===== src/mfa_pkg.sv =====
// Summary of operation
// - All values of one measurement cycle go out as one network frame.
// - Fields follow a fixed order; every non-video field is one 32-bit word.
// - Video gives 512 16-bit pixels; selected signals interleave per pixel.
// - One or two displacements; thickness mode adds one difference word.
// - Intensity words are sent only while intensity output is enabled; serial code SC_INT0 ignores CTRL_INTEN.
// - Unselected fields are omitted, so frame layout follows the selection.
// - Each peak's intensity word comes right before its displacement word.
// - Exposure word holds 17 bits in 12.5 ns steps; bits 31..17 read zero.
// - With exposure selected, every displacement result carries an exposure word; serial words follow SERSEL and ignore SEL_EXPO.
// - The serial port sends only the 17 low exposure bits.
// - Measured value counter is 24 bits; its upper eight bits are zero.
// - The serial port sends only 18 counter bits, wrapping after 262143.
// - Video and values of one frame carry the same counter value.
// - Serial port never sends video and at most two binary values.
// - Measurement data goes to network or serial port, never both.
// - Video pairs are raw plus filtered, or two raw signals.
// - Time stamp is 32 bits in 1 us; serial carries bits 25..8.
package mfa_pkg;
  localparam logic [7:0] OFS_CTRL   = 8'h00;
  localparam logic [7:0] OFS_SEL    = 8'h04;
  localparam logic [7:0] OFS_SERSEL = 8'h08;
  localparam logic [7:0] OFS_STAT   = 8'h0C;
  localparam logic [7:0] OFS_DROP   = 8'h10;
  localparam int CTRL_PORT  = 0;
  localparam int CTRL_THICK = 1;
  localparam int CTRL_INTEN = 2;
  localparam int CTRL_VKIND = 3;
  localparam int SEL_VID_A  = 0;
  localparam int SEL_VID_B  = 1;
  localparam int SEL_EXPO   = 2;
  localparam int SEL_CNT    = 3;
  localparam int SEL_TS     = 4;
  localparam int SEL_TEMP   = 5;
  localparam int SEL_DISP   = 6;
  localparam int SEL_STAT   = 7;
  localparam int SEL_TRIG   = 8;
  localparam int SEL_DIFF   = 9;
  localparam int SEL_MIN    = 10;
  localparam int SEL_MAX    = 11;
  localparam int SEL_SPAN   = 12;
  localparam int STAT_BUSY  = 24;
  localparam logic [3:0]  CTRL_RST   = 4'h0;
  localparam logic [12:0] SEL_RST    = 13'h004C;
  localparam logic [7:0]  SERSEL_RST = 8'h04;
  localparam int          NFLD       = 14;
  localparam logic [3:0]  FI_EXPO  = 4'h0;
  localparam logic [3:0]  FI_CNT   = 4'h1;
  localparam logic [3:0]  FI_TS    = 4'h2;
  localparam logic [3:0]  FI_TEMP  = 4'h3;
  localparam logic [3:0]  FI_INT0  = 4'h4;
  localparam logic [3:0]  FI_DISP0 = 4'h5;
  localparam logic [3:0]  FI_INT1  = 4'h6;
  localparam logic [3:0]  FI_DISP1 = 4'h7;
  localparam logic [3:0]  FI_STAT  = 4'h8;
  localparam logic [3:0]  FI_TRIG  = 4'h9;
  localparam logic [3:0]  FI_DIFF  = 4'hA;
  localparam logic [3:0]  FI_MIN   = 4'hB;
  localparam logic [3:0]  FI_MAX   = 4'hC;
  localparam logic [3:0]  FI_SPAN  = 4'hD;
  localparam logic [8:0]  PIX_LAST = 9'h1FF;
  localparam int EXPO_W = 17;
  localparam int CNT_W  = 24;
  localparam int SER_W  = 18;
  localparam int TEMP_W = 10;
  localparam int TS_SER_LO = 8;
  localparam int INT_SER_W = 10;
  localparam logic [3:0] SC_EXPO  = 4'h1;
  localparam logic [3:0] SC_CNT   = 4'h2;
  localparam logic [3:0] SC_TS    = 4'h3;
  localparam logic [3:0] SC_DISP0 = 4'h4;
  localparam logic [3:0] SC_DISP1 = 4'h5;
  localparam logic [3:0] SC_INT0  = 4'h6;
  localparam logic [3:0] SC_STAT  = 4'h7;
  localparam logic [1:0] RESP_OKAY   = 2'h0;
  localparam logic [1:0] RESP_SLVERR = 2'h2;
  typedef enum logic [1:0] {
    ST_IDLE  = 2'b00,
    ST_VADDR = 2'b01,
    ST_VID   = 2'b10,
    ST_FLD   = 2'b11
  } mfa_state_t;
endpackage


===== src/mfa_frame_asm.sv =====
// Our own choices: the AXI4-Lite interface to the registers and the placing of the registers.
`timescale 1ns/1ps
module mfa_frame_asm (
  input  wire logic                 aclk,
  input  wire logic                 aresetn,
  input  wire logic [7:0]           s_axi_awaddr,
  input  wire logic                 s_axi_awvalid,
  output logic                      s_axi_awready,
  input  wire logic [31:0]          s_axi_wdata,
  input  wire logic [3:0]           s_axi_wstrb,
  input  wire logic                 s_axi_wvalid,
  output logic                      s_axi_wready,
  output logic [1:0]                s_axi_bresp,
  output logic                      s_axi_bvalid,
  input  wire logic                 s_axi_bready,
  input  wire logic [7:0]           s_axi_araddr,
  input  wire logic                 s_axi_arvalid,
  output logic                      s_axi_arready,
  output logic [31:0]               s_axi_rdata,
  output logic [1:0]                s_axi_rresp,
  output logic                      s_axi_rvalid,
  input  wire logic                 s_axi_rready,
  input  wire logic                 meas_valid,
  input  wire logic [mfa_pkg::EXPO_W-1:0] meas_expo,
  input  wire logic [31:0]          meas_ts,
  input  wire logic [mfa_pkg::TEMP_W-1:0] meas_temp,
  input  wire logic [31:0]          meas_int0,
  input  wire logic [31:0]          meas_disp0,
  input  wire logic [31:0]          meas_int1,
  input  wire logic [31:0]          meas_disp1,
  input  wire logic [31:0]          meas_status,
  input  wire logic [31:0]          meas_trig,
  input  wire logic [31:0]          meas_diff,
  input  wire logic [31:0]          meas_min,
  input  wire logic [31:0]          meas_max,
  input  wire logic [31:0]          meas_span,
  output logic [8:0]                vid_addr,
  output logic                      vid_kind,
  input  wire logic [15:0]          vid_data_a,
  input  wire logic [15:0]          vid_data_b,
  output logic                      net_tvalid,
  output logic [7:0]                net_tdata,
  output logic                      net_tlast,
  input  wire logic                 net_tready,
  output logic                      ser_valid,
  output logic [1:0]                ser_count,
  output logic [mfa_pkg::SER_W-1:0] ser_word0,
  output logic [mfa_pkg::SER_W-1:0] ser_word1
);
  import mfa_pkg::*;

  // Register file and bus slave
  logic        awh_r, awh_nxt, wh_r, wh_nxt, awr_r, awr_nxt, wr_r, wr_nxt;
  logic        bv_r, bv_nxt, arr_r, arr_nxt, rv_r, rv_nxt;
  logic [1:0]  br_r, br_nxt, rr_r, rr_nxt;
  logic [7:0]  wa_r, wa_nxt;
  logic [31:0] wd_r, wd_nxt, rd_r, rd_nxt;
  logic [3:0]  ws_r, ws_nxt;
  logic [3:0]  ctrl_r, ctrl_nxt;
  logic [12:0] sel_r, sel_nxt;
  logic [7:0]  sersel_r, sersel_nxt;
  logic [15:0] drop_r, drop_nxt;
  logic [CNT_W-1:0] cnt;
  mfa_state_t  state_r, state_nxt;
  logic        take;

  function automatic logic [31:0] merge(input logic [31:0] old,
                                        input logic [31:0] nw,
                                        input logic [3:0]  st);
    logic [31:0] r;
    r = old;
    for (int b = 0; b < 4; b++) begin
      if (st[b]) begin
        r[8*b +: 8] = nw[8*b +: 8];
      end
    end
    return r;
  endfunction

  always_comb begin
    awh_nxt = awh_r;
    wh_nxt = wh_r;
    wa_nxt = wa_r;
    wd_nxt = wd_r;
    ws_nxt = ws_r;
    bv_nxt = bv_r;
    br_nxt = br_r;
    rv_nxt = rv_r;
    rr_nxt = rr_r;
    rd_nxt = rd_r;
    ctrl_nxt = ctrl_r;
    sel_nxt = sel_r;
    sersel_nxt = sersel_r;
    drop_nxt = drop_r;
    if (s_axi_awvalid && awr_r) begin
      awh_nxt = 1'b1;
      wa_nxt = s_axi_awaddr;
    end
    if (s_axi_wvalid && wr_r) begin
      wh_nxt = 1'b1;
      wd_nxt = s_axi_wdata;
      ws_nxt = s_axi_wstrb;
    end
    if (bv_r && s_axi_bready) begin
      bv_nxt = 1'b0;
    end
    if (awh_r && wh_r && !bv_r) begin
      awh_nxt = 1'b0;
      wh_nxt = 1'b0;
      bv_nxt = 1'b1;
      br_nxt = RESP_OKAY;
      if (wa_r[7:2] == OFS_CTRL[7:2]) begin
        ctrl_nxt = 4'(merge({28'h0, ctrl_r}, wd_r, ws_r));
      end else if (wa_r[7:2] == OFS_SEL[7:2]) begin
        sel_nxt = 13'(merge({19'h0, sel_r}, wd_r, ws_r));
      end else if (wa_r[7:2] == OFS_SERSEL[7:2]) begin
        sersel_nxt = 8'(merge({24'h0, sersel_r}, wd_r, ws_r));
      end else if (wa_r[7:2] != OFS_STAT[7:2]
                   && wa_r[7:2] != OFS_DROP[7:2]) begin
        br_nxt = RESP_SLVERR;
      end
    end
    if (rv_r && s_axi_rready) begin
      rv_nxt = 1'b0;
    end
    if (s_axi_arvalid && arr_r) begin
      rv_nxt = 1'b1;
      rr_nxt = RESP_OKAY;
      rd_nxt = 32'h00000000;
      if (s_axi_araddr[7:2] == OFS_CTRL[7:2]) begin
        rd_nxt = {28'h0, ctrl_r};
      end else if (s_axi_araddr[7:2] == OFS_SEL[7:2]) begin
        rd_nxt = {19'h0, sel_r};
      end else if (s_axi_araddr[7:2] == OFS_SERSEL[7:2]) begin
        rd_nxt = {24'h0, sersel_r};
      end else if (s_axi_araddr[7:2] == OFS_STAT[7:2]) begin
        rd_nxt = {7'h0, state_r != ST_IDLE, cnt};
      end else if (s_axi_araddr[7:2] == OFS_DROP[7:2]) begin
        rd_nxt = {16'h0, drop_r};
      end else begin
        rr_nxt = RESP_SLVERR;
      end
    end
    // Frame still on the wire: the new cycle is lost and counted
    if (meas_valid && !take && drop_r != 16'hFFFF) begin
      drop_nxt = drop_r + 16'h0001;
    end
    awr_nxt = !awh_nxt;
    wr_nxt = !wh_nxt;
    arr_nxt = !rv_nxt;
  end

  always_ff @(posedge aclk) begin
    if (!aresetn) begin
      awh_r <= 1'b0;
      wh_r <= 1'b0;
      awr_r <= 1'b0;
      wr_r <= 1'b0;
      arr_r <= 1'b0;
      wa_r <= 8'h00;
      wd_r <= 32'h00000000;
      ws_r <= 4'h0;
      bv_r <= 1'b0;
      br_r <= RESP_OKAY;
      rv_r <= 1'b0;
      rr_r <= RESP_OKAY;
      rd_r <= 32'h00000000;
      ctrl_r <= CTRL_RST;
      sel_r <= SEL_RST;
      sersel_r <= SERSEL_RST;
      drop_r <= 16'h0000;
    end else begin
      awh_r <= awh_nxt;
      wh_r <= wh_nxt;
      awr_r <= awr_nxt;
      wr_r <= wr_nxt;
      arr_r <= arr_nxt;
      wa_r <= wa_nxt;
      wd_r <= wd_nxt;
      ws_r <= ws_nxt;
      bv_r <= bv_nxt;
      br_r <= br_nxt;
      rv_r <= rv_nxt;
      rr_r <= rr_nxt;
      rd_r <= rd_nxt;
      ctrl_r <= ctrl_nxt;
      sel_r <= sel_nxt;
      sersel_r <= sersel_nxt;
      drop_r <= drop_nxt;
    end
  end

  assign s_axi_awready = awr_r;
  assign s_axi_wready = wr_r;
  assign s_axi_bvalid = bv_r;
  assign s_axi_bresp = br_r;
  assign s_axi_arready = arr_r;
  assign s_axi_rvalid = rv_r;
  assign s_axi_rresp = rr_r;
  assign s_axi_rdata = rd_r;
  assign vid_kind = ctrl_r[CTRL_VKIND];

  // Frame sequencer
  logic [31:0] snap_r [NFLD];
  logic [31:0] snap_nxt [NFLD];
  logic [31:0] snap_in [NFLD];
  logic [3:0]  fidx_r, fidx_nxt, lastf_r, lastf_nxt;
  logic [8:0]  pix_r, pix_nxt;
  logic        ch_r, ch_nxt, seen_r, seen_nxt;
  logic        ld, ld_two, ld_last, bs_idle;
  logic [31:0] ld_word;
  logic [NFLD-1:0] fsel, later;
  logic        thick, inten, va, vb;
  logic        sv_r, sv_nxt;
  logic [1:0]  sc_r, sc_nxt;
  logic [SER_W-1:0] sw_r [2];
  logic [SER_W-1:0] sw_nxt [2];

  assign thick = ctrl_r[CTRL_THICK];
  assign inten = ctrl_r[CTRL_INTEN];
  assign va = sel_r[SEL_VID_A];
  assign vb = sel_r[SEL_VID_B];
  assign take = state_r == ST_IDLE && meas_valid;

  always_comb begin
    snap_in[FI_EXPO] = {15'h0, meas_expo};
    snap_in[FI_CNT] = {8'h00, cnt};
    snap_in[FI_TS] = meas_ts;
    snap_in[FI_TEMP] = {{22{meas_temp[TEMP_W-1]}}, meas_temp};
    snap_in[FI_INT0] = meas_int0;
    snap_in[FI_DISP0] = meas_disp0;
    snap_in[FI_INT1] = meas_int1;
    snap_in[FI_DISP1] = meas_disp1;
    snap_in[FI_STAT] = meas_status;
    snap_in[FI_TRIG] = meas_trig;
    snap_in[FI_DIFF] = meas_diff;
    snap_in[FI_MIN] = meas_min;
    snap_in[FI_MAX] = meas_max;
    snap_in[FI_SPAN] = meas_span;
  end

  always_comb begin
    fsel = '0;
    fsel[FI_EXPO] = sel_r[SEL_EXPO];
    fsel[FI_CNT] = sel_r[SEL_CNT];
    fsel[FI_TS] = sel_r[SEL_TS];
    fsel[FI_TEMP] = sel_r[SEL_TEMP];
    fsel[FI_INT0] = sel_r[SEL_DISP] && inten;
    fsel[FI_DISP0] = sel_r[SEL_DISP];
    fsel[FI_INT1] = sel_r[SEL_DISP] && inten && thick;
    fsel[FI_DISP1] = sel_r[SEL_DISP] && thick;
    fsel[FI_STAT] = sel_r[SEL_STAT];
    fsel[FI_TRIG] = sel_r[SEL_TRIG];
    fsel[FI_DIFF] = sel_r[SEL_DIFF] && thick;
    fsel[FI_MIN] = sel_r[SEL_MIN];
    fsel[FI_MAX] = sel_r[SEL_MAX];
    fsel[FI_SPAN] = sel_r[SEL_SPAN];
    later = (fsel >> fidx_r) >> 1;
  end

  always_comb begin
    state_nxt = state_r;
    fidx_nxt = fidx_r;
    pix_nxt = pix_r;
    ch_nxt = ch_r;
    snap_nxt = snap_r;
    lastf_nxt = lastf_r;
    seen_nxt = seen_r;
    ld = 1'b0;
    ld_two = 1'b0;
    ld_last = 1'b0;
    ld_word = 32'h00000000;
    case (state_r)
      ST_IDLE: begin
        if (meas_valid) begin
          snap_nxt = snap_in;
          fidx_nxt = FI_EXPO;
          pix_nxt = 9'h000;
          seen_nxt = 1'b0;
          if (!ctrl_r[CTRL_PORT]) begin
            state_nxt = (va || vb) ? ST_VADDR : ST_FLD;
          end
        end
      end
      ST_VADDR: begin
        ch_nxt = !va;
        state_nxt = ST_VID;
      end
      ST_VID: begin
        if (bs_idle) begin
          ld = 1'b1;
          ld_two = 1'b1;
          ld_word = {16'h0000, ch_r ? vid_data_b : vid_data_a};
          ld_last = pix_r == PIX_LAST && (ch_r || !vb) && fsel == '0;
          if (!ch_r && vb) begin
            ch_nxt = 1'b1;
          end else if (pix_r == PIX_LAST) begin
            state_nxt = ST_FLD;
          end else begin
            pix_nxt = pix_r + 9'h001;
            state_nxt = ST_VADDR;
          end
        end
      end
      ST_FLD: begin
        if (fsel[fidx_r]) begin
          ld = bs_idle;
          ld_word = snap_r[fidx_r];
          ld_last = later == '0;
        end
        if (ld) begin
          lastf_nxt = fidx_r;
          seen_nxt = 1'b1;
        end
        if (!fsel[fidx_r] || bs_idle) begin
          if (fidx_r == FI_SPAN) begin
            state_nxt = ST_IDLE;
          end else begin
            fidx_nxt = fidx_r + 4'h1;
          end
        end
      end
      default: state_nxt = ST_IDLE;
    endcase
  end

  always_comb begin
    logic [3:0] code;
    code = 4'h0;
    sv_nxt = take && ctrl_r[CTRL_PORT];
    sc_nxt = sv_nxt ? 2'h0 : sc_r;
    sw_nxt = sw_r;
    for (int k = 0; k < 2; k++) begin
      code = sersel_r[4*k +: 4];
      if (sv_nxt) begin
        sw_nxt[k] = '0;
        if (code == SC_EXPO) begin
          sw_nxt[k] = {1'b0, meas_expo};
        end else if (code == SC_CNT) begin
          sw_nxt[k] = cnt[SER_W-1:0];
        end else if (code == SC_TS) begin
          sw_nxt[k] = meas_ts[TS_SER_LO +: SER_W];
        end else if (code == SC_DISP0) begin
          sw_nxt[k] = meas_disp0[SER_W-1:0];
        end else if (code == SC_DISP1) begin
          sw_nxt[k] = meas_disp1[SER_W-1:0];
        end else if (code == SC_INT0) begin
          sw_nxt[k] = {8'h00, meas_int0[INT_SER_W-1:0]};
        end else if (code == SC_STAT) begin
          sw_nxt[k] = meas_status[SER_W-1:0];
        end
        if (code != 4'h0) begin
          sc_nxt = sc_nxt + 2'h1;
        end
      end
    end
  end

  always_ff @(posedge aclk) begin
    if (!aresetn) begin
      state_r <= ST_IDLE;
      fidx_r <= FI_EXPO;
      pix_r <= 9'h000;
      ch_r <= 1'b0;
      lastf_r <= FI_EXPO;
      seen_r <= 1'b0;
      sv_r <= 1'b0;
      sc_r <= 2'h0;
      for (int k = 0; k < 2; k++) begin
        sw_r[k] <= '0;
      end
      for (int f = 0; f < NFLD; f++) begin
        snap_r[f] <= 32'h00000000;
      end
    end else begin
      state_r <= state_nxt;
      fidx_r <= fidx_nxt;
      pix_r <= pix_nxt;
      ch_r <= ch_nxt;
      lastf_r <= lastf_nxt;
      seen_r <= seen_nxt;
      sv_r <= sv_nxt;
      sc_r <= sc_nxt;
      sw_r <= sw_nxt;
      snap_r <= snap_nxt;
    end
  end

  assign vid_addr = pix_r;
  assign ser_valid = sv_r;
  assign ser_count = sc_r;
  assign ser_word0 = sw_r[0];
  assign ser_word1 = sw_r[1];

  // counter advances on each taken cycle
  mfa_meas_cnt u_cnt (
    .aclk    (aclk),
    .aresetn (aresetn),
    .inc     (take),
    .count   (cnt)
  );

  mfa_byte_ser u_ser (
    .aclk    (aclk),
    .aresetn (aresetn),
    .ld      (ld),
    .ld_word (ld_word),
    .ld_two  (ld_two),
    .ld_last (ld_last),
    .idle    (bs_idle),
    .tvalid  (net_tvalid),
    .tdata   (net_tdata),
    .tlast   (net_tlast),
    .tready  (net_tready)
  );
endmodule


===== src/mfa_meas_cnt.sv =====
`timescale 1ns/1ps
module mfa_meas_cnt (
  input  wire logic                      aclk,
  input  wire logic                      aresetn,
  input  wire logic                      inc,
  output logic [mfa_pkg::CNT_W-1:0]      count
);
  import mfa_pkg::*;
  logic [CNT_W-1:0] cnt_r;
  logic [CNT_W-1:0] cnt_nxt;

  always_comb begin
    cnt_nxt = cnt_r;
    if (inc) begin
      cnt_nxt = cnt_r + 24'h000001;
    end
  end

  always_ff @(posedge aclk) begin
    if (!aresetn) begin
      cnt_r <= '0;
    end else begin
      cnt_r <= cnt_nxt;
    end
  end

  assign count = cnt_r;
endmodule


===== src/mfa_byte_ser.sv =====
`timescale 1ns/1ps
module mfa_byte_ser (
  input  wire logic        aclk,
  input  wire logic        aresetn,
  input  wire logic        ld,
  input  wire logic [31:0] ld_word,
  input  wire logic        ld_two,
  input  wire logic        ld_last,
  output logic             idle,
  output logic             tvalid,
  output logic [7:0]       tdata,
  output logic             tlast,
  input  wire logic        tready
);
  logic        tv_r, tv_nxt, tl_r, tl_nxt, fl_r, fl_nxt;
  logic [7:0]  td_r, td_nxt;
  logic [23:0] sh_r, sh_nxt;
  logic [1:0]  left_r, left_nxt;

  always_comb begin
    tv_nxt = tv_r;
    td_nxt = td_r;
    tl_nxt = tl_r;
    fl_nxt = fl_r;
    sh_nxt = sh_r;
    left_nxt = left_r;
    if (!tv_r && ld) begin
      tv_nxt = 1'b1;
      td_nxt = ld_word[7:0];
      sh_nxt = ld_word[31:8];
      left_nxt = ld_two ? 2'h1 : 2'h3;
      fl_nxt = ld_last;
      tl_nxt = ld_last && ld_two ? 1'b0 : 1'b0;
    end else if (tv_r && tready) begin
      if (left_r == 2'h0) begin
        tv_nxt = 1'b0;
        tl_nxt = 1'b0;
      end else begin
        td_nxt = sh_r[7:0];
        sh_nxt = {8'h00, sh_r[23:8]};
        left_nxt = left_r - 2'h1;
        tl_nxt = fl_r && (left_r == 2'h1);
      end
    end
  end

  always_ff @(posedge aclk) begin
    if (!aresetn) begin
      tv_r <= 1'b0;
      td_r <= 8'h00;
      tl_r <= 1'b0;
      fl_r <= 1'b0;
      sh_r <= 24'h000000;
      left_r <= 2'h0;
    end else begin
      tv_r <= tv_nxt;
      td_r <= td_nxt;
      tl_r <= tl_nxt;
      fl_r <= fl_nxt;
      sh_r <= sh_nxt;
      left_r <= left_nxt;
    end
  end

  assign idle = !tv_r;
  assign tvalid = tv_r;
  assign tdata = td_r;
  assign tlast = tl_r;
endmodule


===== config.mk =====
export PLATFORM = sky130hd
export DESIGN_NAME = mfa_frame_asm
export DESIGN_NICKNAME = d
export VERILOG_FILES = /design/src/mfa_pkg.sv /design/src/mfa_frame_asm.sv /design/src/mfa_meas_cnt.sv /design/src/mfa_byte_ser.sv
export SDC_FILE = /design/constraint.sdc
export NUM_CORES = 2
export LEC_CHECK = 0
export ABC_AREA = 1
export BUFFER_PORTS_ARGS = -buffer_cell sky130_fd_sc_hd__buf_2
export CAP_MARGIN = 20
export CORE_MARGIN = 2
export CORE_UTILIZATION = 40
export CTS_BUF_LIST = sky130_fd_sc_hd__clkbuf_4 sky130_fd_sc_hd__clkbuf_8
export DETAILED_ROUTE_END_ITERATION = 8
export SYNTH_ARGS = -nofsm -noshare
export SYNTH_HDL_FRONTEND = slang
export SYNTH_SLANG_ARGS = --single-unit

===== constraint.sdc =====
create_clock -name aclk -period 2.1 [get_ports aclk]
set_input_delay 0.105 -clock aclk [delete_from_list [all_inputs] [get_ports aclk]]
set_output_delay 0.105 -clock aclk [all_outputs]
set_load 0.03 [all_outputs]

; Word level (Yosys, flattened, before mapping)
; Index checks and enable logic that the tools add are counted.
[classes]
n_reduce_logical = 62
magnitude_cmp = 2
n_shift = 1
mux = 92
addsub = 7
bitwise = 4
eq_ne = 39
[op_table]
columns = operator, n
row1 = 2-to-1 mux 18 bit, 14
row2 = binary-select mux 32 bit (select 4 bit), 1
row3 = 2-to-1 mux 25 bit, 4
row4 = 2-to-1 mux 32 bit, 3
row5 = 2-to-1 mux 24 bit, 3
row6 = case mux 32 bit (2 select lines), 1
row7 = 2-to-1 mux 2 bit, 26
row8 = 2-to-1 mux 16 bit, 3
row9 = 2-to-1 mux 9 bit, 4
row10 = "== test 4 x 3 -> 1 bit, second input constant", 8
row11 = zero test 14 bit, 2
row12 = "adder 24 x 1 -> 24 bit, second input constant", 1
row13 = 2-to-1 mux 8 bit, 3
row14 = logical AND 1 bit, 22
row15 = 2-to-1 mux 1 bit, 20
row16 = "== test 6 x 2 -> 1 bit, second input constant", 3
row17 = "inequality test 2 bit, second input constant", 9
row18 = case mux 9 bit (2 select lines), 1
row19 = "adder 16 x 1 -> 16 bit, second input constant", 1
row20 = "== test 4 x 2 -> 1 bit, second input constant", 4
row21 = "inequality test 16 bit, second input constant", 1
row22 = nonzero test 2 bit, 7
row23 = >> shifter 14 x 4 -> 14 bit, 1
row24 = "== test 6 x 1 -> 1 bit, second input constant", 2
row25 = 33 further kinds, 63
[word_totals]
register_bits = 626
elab_cells = 254
inputBits = 472

; Longest topological paths before layout
[logic_depth]
depth_word = 10
mapped_depth = 14
depth_no_buf = 13

; Cells and area by module
; From an unflattened synthesis, not the netlist that was laid out.
[unflattened]
cells_unflattened = 4350
area_unflattened_um2 = 29453.2
[modules_own_cells]
columns = mod, cells_per_inst, area_each_um2, instances
row1 = mfa_frame_asm, 3924, 26491.7, 1
row2 = mfa_byte_ser, 257, 1734.2, 1
row3 = mfa_meas_cnt, 169, 1227.4, 1

; Least setup slack after synthesis
; Ideal clock, no wire load.
[synth_timing]
kind = register to register
from = reg pix_r[0] (netlist: vid_addr[0])
to = reg pix_r[7] (netlist: vid_addr[7])
arrival_time_ns = 1.724
setup_time_ns = 0.117
required_ns = 1.983
setup_slack_ns = 0.259
path_stages_with_launch = 11
cell_sequence = dfxtp_1 -> ha_1 -> nand4_1 -> nor2_1 -> ha_1 -> o21ai_1 -> nand2_1 -> nor4_2 -> nand2_1 -> o21ai_1 -> a21oi_1
[synth_via]
elab_chain_cells = 5
elab_cells_between_ends = 8
classes_between = add/sub (1) / eq/ne (2) / mux (4) / reduce/logical (1)
[synth_rtl]
columns = element, line
row1 = from (decl), mfa_frame_asm.sv:208  ; logic [8:0] pix_r, pix_nxt;
row2 = from (signal assigned), mfa_frame_asm.sv:378  ; pix_r <= pix_nxt;
row3 = adder 9 x 1 -> 9 bit, mfa_frame_asm.sv:300  ; pix_nxt = pix_r + 9'h001;
row4 = 2-to-1 mux 9 bit, mfa_frame_asm.sv:297  ; end else if (pix_r == PIX_LAST) begin
row5 = 2-to-1 mux 9 bit, mfa_frame_asm.sv:295  ; if (!ch_r && vb) begin
row6 = 2-to-1 mux 9 bit, mfa_frame_asm.sv:290  ; if (bs_idle) begin
row7 = case mux 9 bit (2 select lines), mfa_frame_asm.sv:273  ; case (state_r)
; Parallel ways exist; a longest one is shown, timed or not. The select of a mux whose other input is x is not followed.
; A chain may end at the register's enable or synchronous reset.

; Worst setup path after layout
[layout_timing]
from = reg fidx_r[0]
to = reg u_ser.td_r[3] (netlist: u_ser.tdata[3])
[layout_via]
elab_chain_cells = 7
elab_cells_between_ends = 15
classes_between = eq/ne (1) / mux (10) / bitwise (1) / reduce/logical (3)
[layout_rtl]
columns = element, line
row1 = from (decl), mfa_frame_asm.sv:207  ; logic [3:0] fidx_r, fidx_nxt, lastf_r, lastf_nxt;
row2 = from (signal assigned), mfa_frame_asm.sv:377  ; fidx_r <= fidx_nxt;
row3 = binary-select mux 1 bit (select 4 bit) or NOT 4 -> 5 bit (tied branches), "mfa_frame_asm.sv:306, mfa_frame_asm.sv:308"
row4 = 2-to-1 mux 1 bit (implied by the code) or binary-select mux 32 bit (select 4 bit) (tied branches), "mfa_frame_asm.sv:306, mfa_frame_asm.sv:308"
row5 = 2-to-1 mux 1 bit or 2-to-1 mux 32 bit (tied branches), "mfa_frame_asm.sv:306, mfa_frame_asm.sv:308"
row6 = case mux 1 bit (2 select lines) or 2-to-1 mux 32 bit (tied branches), "mfa_frame_asm.sv:273, mfa_frame_asm.sv:308"
row7 = logical AND 1 bit or 2-to-1 mux 32 bit (tied branches), "mfa_byte_ser.sv:27, mfa_frame_asm.sv:306"
row8 = inequality test 2 x 1 -> 1 bit (no source line) (tied with other cells), --
row9 = AND reduction 2 bit (no source line) or 2-to-1 mux 8 bit (tied branches), --
row10 = to (signal assigned), mfa_byte_ser.sv:57  ; td_r <= td_nxt;
row11 = to (decl), mfa_byte_ser.sv:16  ; logic [7:0] td_r, td_nxt;
; Parallel ways exist; a longest one is shown, timed or not. The select of a mux whose other input is x is not followed.

==> qor.csv <==
metric,value,unit
Initial DRC Count,3310,
layout cell share with drive strength beyond 1,18.35,%
Internal,24020,uW
CTS Buffer Depth,3,
total gr overflow,0,
synth warn,0,
Core Region,71360,sq um
Fin Setup TNS,0,ns
Die H,272.3,um
multi-input logic area,13880,sq um
largest net degree at the start of global routing,95,
pins over their slew limit,0,
Yosys reg bits,615,
FF+latch area,12320,sq um
crit path kind,reg2reg,
clock latency on the worst-skew pair,0.74,ns
clk sink count,615,
Rows,98,
GRT Overall Usage,33.93,%
Pwr Density,883.5,nW/um^2
total die area,74170,sq um
Fmax,0.5006,GHz
RSZ-0062 raised after global routing,false,
Setup WS pre-CTS,0.003327,ns
Detailed Routing Iterations Pass 1,8,
crit-path most repeated cell,nor2_1,
Mapped Avg Cell Area,6.874,sq um
status,completed,
final design instance area without fill,41110,sq um
Net Sw Power,12300,uW
CP peak stage delay,0.40,ns
Seq pwr share,38.4,%
Lkg Pwr,0.01761,uW
post-synthesis sequential area ratio,42.74,%
period utilisation layout,95.12,%
initial antenna violation count,7,
Num CTS Buffers,106,
ys flop type,dfxtp_1,
crit path buf inv count,3,
Post-Route M1 WL,54230,um
Post-synth EDFFs,0,
Final WS setup,0.1024,ns
Initial Util,40.36,%
CTS tree,yes,
Peak supply drop,0.5643,mV
Fin. Hold Viols,0,
final HPWL from detailed placement,92350,um
post-synth cell types,49,
Routed WL,131600,um
met2 wire length,59410,um
H-tree levels,3,
Antenna Violating Nets Remaining,0,
Worst-Margin Slew,0.6665,ns
most frequent cells in the layout,"nor2_1 (731), o21ai_0 (632), dfxtp_1 (612)",
met3 WL,10370,um
largest cells by area after synthesis,"dfxtp_1 (43%), o21ai_0 (11%), nor2_1 (9.6%)",
Root Buffer,clkbuf_8,
Top delay family on crit path,compound AO/OA/AOI/OAI gates,
"Slowest-stage cell, CP",a211oi_1,
wire per inst,20.91,um
Top Ports,572,
Sw Share,33.87,%
highest routed layer,met5,
first-pass GRT wire length,192700,um
Synth top area share,42.74,%
CP cell instances,"inv_8, buf_16, buf_4, a21oi_1, a211oi_1, o21ai_1, nor2_1, nor2_1, nor2_1",
Fin Hold WS,0.006602,ns
Final Wtd Congestion,0.9745,
Yosys top cell by area,dfxtp_1,
worst path required time,2.77,ns
number of global-route vias before repair,32050,
Mapped Cells,4190,
combinational cell fraction of total power,28.1,%
min Tclk post-route,1.998,ns
DRC viols,0,
worst-path fanout max,35,
Final Skew,0.06533,ns
Setup crit start kind,flip-flop,
placed instance area,33410,sq um
"commonest non-fill, non-tap cell in the layout",nor2_1,
Slew headroom,54.30,%
"Arr. time, crit path",2.67,ns
Tot Pwr,36320,uW
ys async rst share,0,%
Mapped Area,28800,sq um
Syn-to-layout area delta,42.71,%
I/O Buffers,537,
fillers,6800,
"Reg clk slew, reported paths",0.06,ns
Clock Power Share,33.5,%
Final setup viols,0,
Die X,272.3,um
Max-cap violations,0,
# nets final,5737,
min-delay worst type,in2reg,
Via-to-Cell Ratio,5.330,
vias,33540,
CP endpoint kind,flip-flop,
-- area by class of cell --
cell class,count,area share [%]
multi-input combinational,2917,33.77
sequential,615,29.97
timing repair buffer,1249,24.14
clock buffer,172,5.302
inverter,368,3.385
tap,950,2.892
clock inverter,19,0.5114
antenna,4,0.02435
-- tightest hold or removal path, cell delays in order --
cell	delay (ns)
buf_2	0.08
nand2_2	0.11
inv_1	0.17
o21ai_0	0.13
nor2_1	0.09
-- state kept, by name, indices dropped and copies added, names as in the netlist, 2 cells and up --
signal	cells
snap_r	403
s_axi_rdata	25
u_cnt.count	24
u_ser.sh_r	24
ser_word0	18
ser_word1	18
drop_r	16
sel_r	13
wd_r	13
vid_addr	9
sersel_r	8
u_ser.tdata	8
wa_r	6
ctrl_r	4
fidx_r	4
ser_count	2
state_r	2
u_ser.left_r	2
ws_r	2
-- cell usage after synthesis, types with 20 or more instances --
cell and count:
buf_4 22, nand2_1 576, dfxtp_1 615, nor3_1 32, a21oi_1 408, nand4_1 26, buf_2 74, o21ai_0 632
buf_1 20, inv_1 355, nor2_1 733, o2111ai_1 29, nand3_1 174, o21ai_1 44, o22ai_1 31, clkbuf_1 180
o211ai_1 65
-- power groups by stage --
stage	Clock, uW	Sequential [uW]	Combinational (uW)
CTS	12300	13900	9800
detailed placement	0	14100	8920
floorplan	0	14000	5370
global route	12800	14100	11100
finish	12200	13900	10200
global placement	0	14100	8880
-- per-layer routing --
| metal | vias up | global-route usage, % |
|---|---|---|
| met2 | 1626 | 54.60 |
| met4 | 4 | 18.54 |
| met5 | - | 0 |
| met1 | 15550 | 43.74 |
| met3 | 327 | 5.016 |
| li1 | 16040 | - |
-- cell families after synthesis --
family                     Yosys count  share of synthesized area, %
xor gates and xnor gates            11                        0.3345
AOI/OAI and AO/OA                 1297                         24.44
other                                1                       0.01302
and+or+nand+nor                   1576                         22.23
muxes                               16                        0.5560
DFF                                615                         42.74
adders and majority gates            8                        0.3475
buffers and inverters              666                         9.339
-- metrics by stage --
stage | instances | utilization, %
6_report | 6294 | 57.60
5_1_grt | 6293 | 57.60
4_1_cts | 6285 | 57.33
3_5_place_dp | 5584 | 46.82
3_3_place_gp | 5584 | 46.82
2_1_floorplan | 4198 | -
-- final timing paths --
check                                   start              to  slack, ns  cells after the start
worst min register to register     snap_r[22]      snap_r[22]       0.44                      2
worst max register to register      fidx_r[0]  u_ser.tdata[3]       0.10                      9
worst min-delay path            s_axi_awvalid           awh_r      0.007                      5
worst max-delay path                fidx_r[0]  u_ser.tdata[3]       0.10                      9
-- what timing repair did --
item / 4_1_cts / 5_1_grt
cloned: 0 / 4
pin swaps: 0 / 2
endpoints found under the hold margin: 485 / 0
endpoints found under the setup margin: 1 / 69
hold buffers: 510 / 0
resized for setup: 1 / 20
setup buffers: 0 / 1
Power figures use the tool's default switching activity.
